==> config.mk <==
export PLATFORM = sky130hd
export DESIGN_NAME = lscc_top
export DESIGN_NICKNAME = d
export VERILOG_FILES = /design/src/rtl/lscc_top.v
export VERILOG_INCLUDE_DIRS = /design/src /design/src/rtl
export SDC_FILE = /design/constraint.sdc
export NUM_CORES = 1
export LEC_CHECK = 0
export ABC_AREA = 0
export BUFFER_PORTS_ARGS = -buffer_cell sky130_fd_sc_hd__buf_2
export CORE_MARGIN = 2
export CORE_UTILIZATION = 64
export DETAILED_ROUTE_END_ITERATION = 10
export GPL_ROUTABILITY_DRIVEN = 0
export PLACE_DENSITY = 0.86
export SETUP_SLACK_MARGIN = 0.4
export SYNTH_ARGS = -nofsm -noshare
export SYNTH_HDL_FRONTEND = slang
export SYNTH_SLANG_ARGS = --single-unit
export TNS_END_PERCENT = 30
==> constraint.sdc <==
create_clock -name clk_i -period 11.6 [get_ports clk_i]
set_input_delay 2.9 -clock clk_i [delete_from_list [all_inputs] [get_ports clk_i]]
set_output_delay 2.9 -clock clk_i [all_outputs]
set_load 0.03 [all_outputs]
==> src/rtl/lscc_regs.vh <==
/*
  Register offsets, field positions, reset values and timing counts for the
  LED sink current configuration block.
  Assumes inclusion by the block's single design file.
*/
`ifndef LSCC_REGS_VH
`define LSCC_REGS_VH

// ----------------------------------------------------------------------
// Register offsets
// ----------------------------------------------------------------------
`define LSCC_ADDR_RAMP_DOWN     8'h11
`define LSCC_ADDR_RAMP_UP       8'h12
`define LSCC_ADDR_SEL_LO        8'h13
`define LSCC_ADDR_SEL_HI        8'h14
`define LSCC_ADDR_FULL_SCALE    8'h15

// ----------------------------------------------------------------------
// Field positions
// ----------------------------------------------------------------------
`define LSCC_HOLD_MSB           5
`define LSCC_HOLD_LSB           3
`define LSCC_FADE_MSB           2
`define LSCC_FADE_LSB           0
`define LSCC_CODE_MSB           2

// ----------------------------------------------------------------------
// Reset values
// ----------------------------------------------------------------------
`define LSCC_RST_FULL_SCALE     3'h7
`define LSCC_RST_SEL_LO         8'h00
`define LSCC_RST_SEL_HI         2'h0
`define LSCC_RST_RAMP_DOWN      6'h00
`define LSCC_RST_RAMP_UP        3'h0

// ----------------------------------------------------------------------
// Timing
// ----------------------------------------------------------------------
`define LSCC_PWM_HZ             32768
`define LSCC_BASE_DIV           16
`define LSCC_BASE_CYCLES        (`LSCC_PWM_HZ / `LSCC_BASE_DIV)

`endif

==> src/rtl/lscc_top.v <==
/*
  Current-setting register bank with shutdown ramp sequencer for a ten-port
  LED sink. Registers are written and read over a simple byte port driven by
  the serial interface logic, which lives outside. Ramp timing counts a PWM
  clock tick that arrives from outside the clk_i domain and is synchronised.
*/
`timescale 1ns/1ps
`include "lscc_regs.vh"

module lscc_top #(
  parameter BASE_CYCLES = `LSCC_BASE_CYCLES
) (
  input  wire        clk_i,
  input  wire        rst_i,
  input  wire        wr_i,
  input  wire        rd_i,
  input  wire [7:0]  addr_i,
  input  wire [7:0]  wdata_i,
  input  wire        shutdown_req_i,
  input  wire        pwm_clk_i,
  output reg  [7:0]  rdata_o,
  output reg  [9:0]  port_full_o,
  output reg  [2:0]  full_scale_code_o,
  output reg  [2:0]  ramp_scale_o,
  output reg         hold_off_o,
  output reg         fade_off_o,
  output reg         ramp_up_o,
  output reg         shut_down_o
);

  // --------------------------------------------------------------------
  // States
  // --------------------------------------------------------------------
  localparam ST_RUN  = 5'b00001;
  localparam ST_HOLD = 5'b00010;
  localparam ST_FADE = 5'b00100;
  localparam ST_OFF  = 5'b01000;
  localparam ST_RISE = 5'b10000;

  reg  [7:0]  half_full_sel_ports_lo_q;
  reg  [1:0]  half_full_sel_ports_hi_q;
  reg  [2:0]  code_q;
  reg  [5:0]  ramp_down_q;
  reg  [2:0]  ramp_up_q;
  reg  [4:0]  state_q;
  reg  [2:0]  scale_q;
  reg  [23:0] cnt_q;
  reg  [23:0] step_len_q;
  reg         pwm_s1_q;
  reg         pwm_s2_q;
  reg         pwm_s3_q;
  wire        tick;
  wire        step_done;
  wire [2:0]  hold_code;
  wire [2:0]  fade_code;

  assign hold_code = ramp_down_q[`LSCC_HOLD_MSB:`LSCC_HOLD_LSB];
  assign fade_code = ramp_down_q[`LSCC_FADE_MSB:`LSCC_FADE_LSB];

  // --------------------------------------------------------------------
  // Time of a code: base doubled per step; divided over scale steps for fades and rises.
  // --------------------------------------------------------------------
  function [23:0] span;
    input [2:0] c;
    begin
      span = BASE_CYCLES[23:0] << (c - 3'h1);
    end
  endfunction

  // --------------------------------------------------------------------
  // PWM clock synchroniser
  // --------------------------------------------------------------------
  always @(posedge clk_i or posedge rst_i) begin
    if (rst_i) begin
      pwm_s1_q <= 1'b0;
      pwm_s2_q <= 1'b0;
      pwm_s3_q <= 1'b0;
    end else begin
      pwm_s1_q <= pwm_clk_i;
      pwm_s2_q <= pwm_s1_q;
      pwm_s3_q <= pwm_s2_q;
    end
  end

  assign tick      = pwm_s2_q & ~pwm_s3_q;
  assign step_done = tick && (cnt_q + 24'h1 >= step_len_q);

  // --------------------------------------------------------------------
  // Register writes
  // --------------------------------------------------------------------
  always @(posedge clk_i or posedge rst_i) begin
    if (rst_i) begin
      half_full_sel_ports_lo_q <= `LSCC_RST_SEL_LO;
      half_full_sel_ports_hi_q <= `LSCC_RST_SEL_HI;
      code_q                   <= `LSCC_RST_FULL_SCALE;
      ramp_down_q              <= `LSCC_RST_RAMP_DOWN;
      ramp_up_q                <= `LSCC_RST_RAMP_UP;
    end else if (wr_i) begin
      if (addr_i == `LSCC_ADDR_SEL_LO) begin
        half_full_sel_ports_lo_q <= wdata_i;
      end else if (addr_i == `LSCC_ADDR_SEL_HI) begin
        half_full_sel_ports_hi_q <= wdata_i[1:0];
      end else if (addr_i == `LSCC_ADDR_FULL_SCALE) begin
        code_q <= wdata_i[`LSCC_CODE_MSB:0];
      end else if (addr_i == `LSCC_ADDR_RAMP_DOWN) begin
        ramp_down_q <= wdata_i[5:0];
      end else if (addr_i == `LSCC_ADDR_RAMP_UP) begin
        ramp_up_q <= wdata_i[2:0];
      end
    end
  end

  // --------------------------------------------------------------------
  // Read-back and outputs
  // --------------------------------------------------------------------
  always @(posedge clk_i or posedge rst_i) begin
    if (rst_i) begin
      rdata_o           <= 8'h00;
      port_full_o       <= 10'h000;
      full_scale_code_o <= `LSCC_RST_FULL_SCALE;
      ramp_scale_o      <= 3'h0;
      hold_off_o        <= 1'b0;
      fade_off_o        <= 1'b0;
      ramp_up_o         <= 1'b0;
      shut_down_o       <= 1'b0;
    end else begin
      if (rd_i) begin
        if (addr_i == `LSCC_ADDR_SEL_LO) begin
          rdata_o <= half_full_sel_ports_lo_q;
        end else if (addr_i == `LSCC_ADDR_SEL_HI) begin
          rdata_o <= {6'h00, half_full_sel_ports_hi_q};
        end else if (addr_i == `LSCC_ADDR_FULL_SCALE) begin
          rdata_o <= {5'h00, code_q};
        end else if (addr_i == `LSCC_ADDR_RAMP_DOWN) begin
          rdata_o <= {2'h0, ramp_down_q};
        end else if (addr_i == `LSCC_ADDR_RAMP_UP) begin
          rdata_o <= {5'h00, ramp_up_q};
        end else begin
          rdata_o <= 8'h00;
        end
      end
      port_full_o       <= {half_full_sel_ports_hi_q, half_full_sel_ports_lo_q};
      full_scale_code_o <= code_q;
      ramp_scale_o      <= (scale_q > code_q) ? code_q : scale_q;
      hold_off_o        <= (state_q == ST_HOLD);
      fade_off_o        <= (state_q == ST_FADE);
      ramp_up_o         <= (state_q == ST_RISE);
      shut_down_o       <= (state_q == ST_OFF);
    end
  end

  // --------------------------------------------------------------------
  // Shutdown sequencer
  // --------------------------------------------------------------------
  // Fades step the scale once per eighth of the programmed time, so the
  // whole sweep over eight levels takes the full time; the cap means a low
  // global code waits at the top before the current starts to fall.
  always @(posedge clk_i or posedge rst_i) begin
    if (rst_i) begin
      state_q    <= ST_RUN;
      scale_q    <= 3'h7;
      cnt_q      <= 24'h000000;
      step_len_q <= 24'h000001;
    end else begin
      if (tick) begin
        cnt_q <= step_done ? 24'h000000 : cnt_q + 24'h1;
      end
      case (state_q)
        ST_RUN: begin
          cnt_q <= 24'h000000;
          // full scale in run
          // A ramp-up cut short by a new request must not leave the outputs dimmed.
          scale_q <= 3'h7;
          if (shutdown_req_i) begin
            if (hold_code != 3'h0) begin
              state_q    <= ST_HOLD;
              step_len_q <= span(hold_code);
            end else if (fade_code != 3'h0) begin
              state_q    <= ST_FADE;
              step_len_q <= span(fade_code) >> 3;
            end else begin
              state_q <= ST_OFF;
              scale_q <= 3'h0;
            end
          end
        end
        ST_HOLD: begin
          scale_q <= 3'h7;
          if (step_done) begin
            if (fade_code != 3'h0) begin
              state_q    <= ST_FADE;
              step_len_q <= span(fade_code) >> 3;
            end else begin
              state_q <= ST_OFF;
              scale_q <= 3'h0;
            end
          end
        end
        ST_FADE: begin
          if (step_done) begin
            if (scale_q == 3'h0) begin
              state_q <= ST_OFF;
            end else begin
              scale_q <= scale_q - 3'h1;
            end
          end
        end
        ST_OFF: begin
          cnt_q <= 24'h000000;
          if (!shutdown_req_i) begin
            if (ramp_up_q != 3'h0) begin
              state_q    <= ST_RISE;
              step_len_q <= span(ramp_up_q) >> 3;
            end else begin
              state_q <= ST_RUN;
              scale_q <= 3'h7;
            end
          end
        end
        ST_RISE: begin
          if (shutdown_req_i) begin
            state_q <= ST_RUN;
          end else if (step_done) begin
            if (scale_q == 3'h7) begin
              state_q <= ST_RUN;
            end else begin
              scale_q <= scale_q + 3'h1;
            end
          end
        end
        default: begin
          state_q <= ST_RUN;
        end
      endcase
    end
  end

endmodule // lscc_top

==> impl_metrics.py <==
metrics = {
    "drt": {
        "dr.pass1.iters": 4,
        "ant_nets": 0,
        "drt-wirelength-per-cell_um": 17.6,
        "vias": 4484,
        "via_per_inst": 6.27,
        "drt_iter0_drc": 363,
        "wirelength_um": 12600,
        "remaining_drc_errors": 0,
    },
    "worst_setup_path": {
        "path_class": "reg2reg",
        "slowest_delay_ns": 0.86,
        "critPathRequiredTime_ns": 11.89,
        "worstPathArrival_ns": 4.77,
        "end_kind": "register",
        "cp-start-kind": "register",
        "crit_family": "simple AND/OR/NAND/NOR gates",
        "path_cells": "ha_1, nand4_1, nor3_1, and3_1, and3_1, xor2_1, ha_1, nand4_1, nor3_1, nand2_1, nand3_1, nor3_4, nand2b_1, a31oi_1",
        "crit_fanout": 26,
        "path_buf_inv": 0,
        "slowest_stage": "nor3_4",
    },
    "global_route": {
        "grt_pass1_vias": 4480,
        "antenna_found_initial": 0,
        "grt_pass1_wl_um": 21800,
        "grt_overflow": 0,
        "grt_max_degree": 68,
        "grt.total_usage": 0.276,
    },
    "die": {
        "die_h_um": 98.5,
        "die_w_um": 98.5,
        "core_sq_mm": 0.00868,
        "rows": 34,
        "dieArea_sq_mm": 0.00970,
        "initial_core_util": 0.659,
        "io_pins": 50,
    },
    "synthesis": {
        "syn_avg_cell_area_sq_um": 10.3,
        "synth_ff_type": "dfrtp_1",
        "yosysSeqAreaShare": 0.480,
        "synth.distinct_cells": 69,
        "synth_cells": 554,
        "netlist_area_sq_mm": 0.00572,
        "async_reset_ff_frac": 1.00,
        "synth_edf_count": 0,
        "ys_warn_count": 0,
        "synth-seq-cells": 109,
        "syn_nets": 607,
    },
    "sta": {
        "finClkSkew_ns": 0.0144,
        "hold_ws_ns": 0.366,
        "final-max-slew-violation-count": 0,
        "fmax_mhz": 224,
        "fin_crit_sh": 0.386,
        "worst_pin_slew_ns": 1.08,
        "slew_headroom": 0.277,
        "rsz0062_at_grt": "false",
        "period_needed_ns": 4.47,
        "setup_violations": 0,
        "tns_ns": 0,
        "hold_viol_final": 0,
    },
    "power_and_ir_drop": {
        "p_per_area_mw_per_mm2": 178,
        "p_leak_nw": 3.08,
        "irDropWorstVdd_mv": 0.150,
    },
    "outcome": {
        "status": "finished, final reports clean",
    },
    "place": {
        "io_buffers": 49,
        "dp_hpwl_um": 8940,
    },
    "clock_network": {
        "clk_path_buf_depth": 2,
        "cts_resized": 0,
        "cts_tree": "yes",
        "htreeDepth": 3,
        "holdBufCountCts": 0,
        "clock-sinks": 109,
        "postCtsSetupBuffers": 0,
        "clk_latency_ns": 0.39,
        "cts_inserted_buffers": 9,
        "clockRootBuffer": "clkbuf_8",
        "clkTransAtPathRegs_ns": 0.11,
    },
    "min_path": {
        "hp-class": "reg2reg",
    },
    "finish": {
        "layout-drive-gt1-share": 0.191,
        "antenna_cells": 0,
        "area_growth_pct": 9.72,
        "fin_nets": 655,
    },
    "job": {
        "maxCapViolations": 0,
    },
}
[sequential cells by signal (all words and copies together), names as in the netlist, 5 cells and up]
name and count:
ramp_down_q 6, step_len_q 24, cnt_q 24, state_q 5
half_full_sel_ports_lo_q 8, rdata_o 8, port_full_o 10
[worst register-to-register path: cells and delay by family, from the launching register on]
family	cells	cell delay (ns)
AO/OA/AOI/OAI	1	0.24
XOR/XNOR	1	0.19
flip-flops	1	0.46
AND/OR/NAND/NOR	10	2.99
adder cells (fa/ha/maj)	2	0.51
[power breakdown]
| group | switching, mW | internal (mW) | total, mW |
|---|---|---|---|
| sequential | 0.0395 | 0.447 | 0.486 |
| clock | 0.152 | 0.0893 | 0.241 |
| combinational | 0.251 | 0.140 | 0.391 |
[layer usage]
layer,part of all wire,vias to the layer above,global-route usage,routed length (um)
met2,0.50,145,0.474,6340
li1,-,2094,-,-
met1,0.43,2219,0.363,5440
met4,0.020,0,0.0801,250
met5,0,-,0,0
met3,0.046,26,0.0496,586
[final timing paths]
| check | startpoint | endpoint | slack (ns) | cells past startpoint |
|---|---|---|---|---|
| hold / removal | pwm_s1_q$_DFF_PP0_ | pwm_s2_q$_DFF_PP0_ | 0.37 | 0 |
| hold reg to reg | pwm_s1_q$_DFF_PP0_ | pwm_s2_q$_DFF_PP0_ | 0.37 | 0 |
| max in group asynchronous | rst_i | fade_off_o$_DFF_PP0_ | 7.87 | 3 |
| setup / recovery | cnt_q[0]$_DFFE_PP0P_ | cnt_q[19]$_DFFE_PP0P_ | 7.13 | 14 |
| min in group asynchronous | rst_i | cnt_q[12]$_DFFE_PP0P_ | 2.54 | 2 |
| setup reg to reg | cnt_q[0]$_DFFE_PP0P_ | cnt_q[19]$_DFFE_PP0P_ | 7.13 | 14 |
[final cells by class]
cell class	count	area, sq um
inverter	42	160
timing repair buffer	51	260
tap	108	135
multi-input combinational	389	2750
clock buffer	9	124
sequential	109	2740
clock inverter	7	98.8
fill	637	2410
[cell families (layout without fill, tap and decap cells)]
family                   count (synthesis)  after routing  synth area share
buffers and inverters                   56            109            0.0398
multiplexers                            27             27            0.0519
AO/OA/AOI/OAI                          136            136             0.165
XOR/XNOR                                22             22            0.0337
AND/OR/NAND/NOR                        173            173             0.161
adder cells (fa/ha/maj)                 31             31            0.0692
flip-flops                             109            109             0.480
[Yosys cell counts, types with 4 or more instances]
cell | n | area share
a211oi_1 | 8 | 0.011
a21o_1 | 4 | 0.0053
a21oi_1 | 27 | 0.024
a22o_1 | 13 | 0.020
a22oi_1 | 5 | 0.0066
a31oi_1 | 6 | 0.0066
and3_1 | 13 | 0.014
clkbuf_1 | 8 | 0.0053
dfrtp_1 | 98 | 0.43
dfstp_2 | 11 | 0.051
ha_1 | 30 | 0.066
inv_1 | 41 | 0.027
mux2_2 | 21 | 0.041
mux2i_1 | 6 | 0.011
nand2_1 | 39 | 0.026
nand2b_1 | 17 | 0.019
nand3_1 | 16 | 0.014
nand3b_1 | 4 | 0.0053
nand4_1 | 7 | 0.0077
nor2_1 | 38 | 0.025
nor3_1 | 13 | 0.011
nor3b_1 | 4 | 0.0053
o21ai_0 | 25 | 0.022
o22ai_1 | 12 | 0.013
o32a_1 | 5 | 0.0088
xnor2_1 | 9 | 0.014
xor2_1 | 13 | 0.020
[per-stage QoR]
stage / worst slack [ns] / total power, mW / util / instance area [sq um] / cells
6_report: 7.13 / 1.12 / 0.723 / 6270 / 715
5_1_grt: 6.77 / 1.19 / 0.723 / 6270 / 715
4_1_cts: 7.11 / 1.12 / 0.723 / 6270 / 715
3_5_place_dp: 6.89 / 0.878 / 0.697 / 6050 / 699
3_3_place_gp: 6.95 / 0.853 / 0.697 / 6050 / 699
2_1_floorplan: 5.84 / 0.777 / - / 5720 / 554
[layout by cell type (no fill, tap or decap), types with 16 or more instances in the layout]
cell,count
a21oi_1,27
buf_2,49
dfrtp_1,98
ha_1,30
inv_1,40
mux2_2,21
nand2_1,39
nand2b_1,17
nand3_1,16
nor2_1,38
o21ai_0,25
No activity file was read; power rests on OpenSTA's default activity.
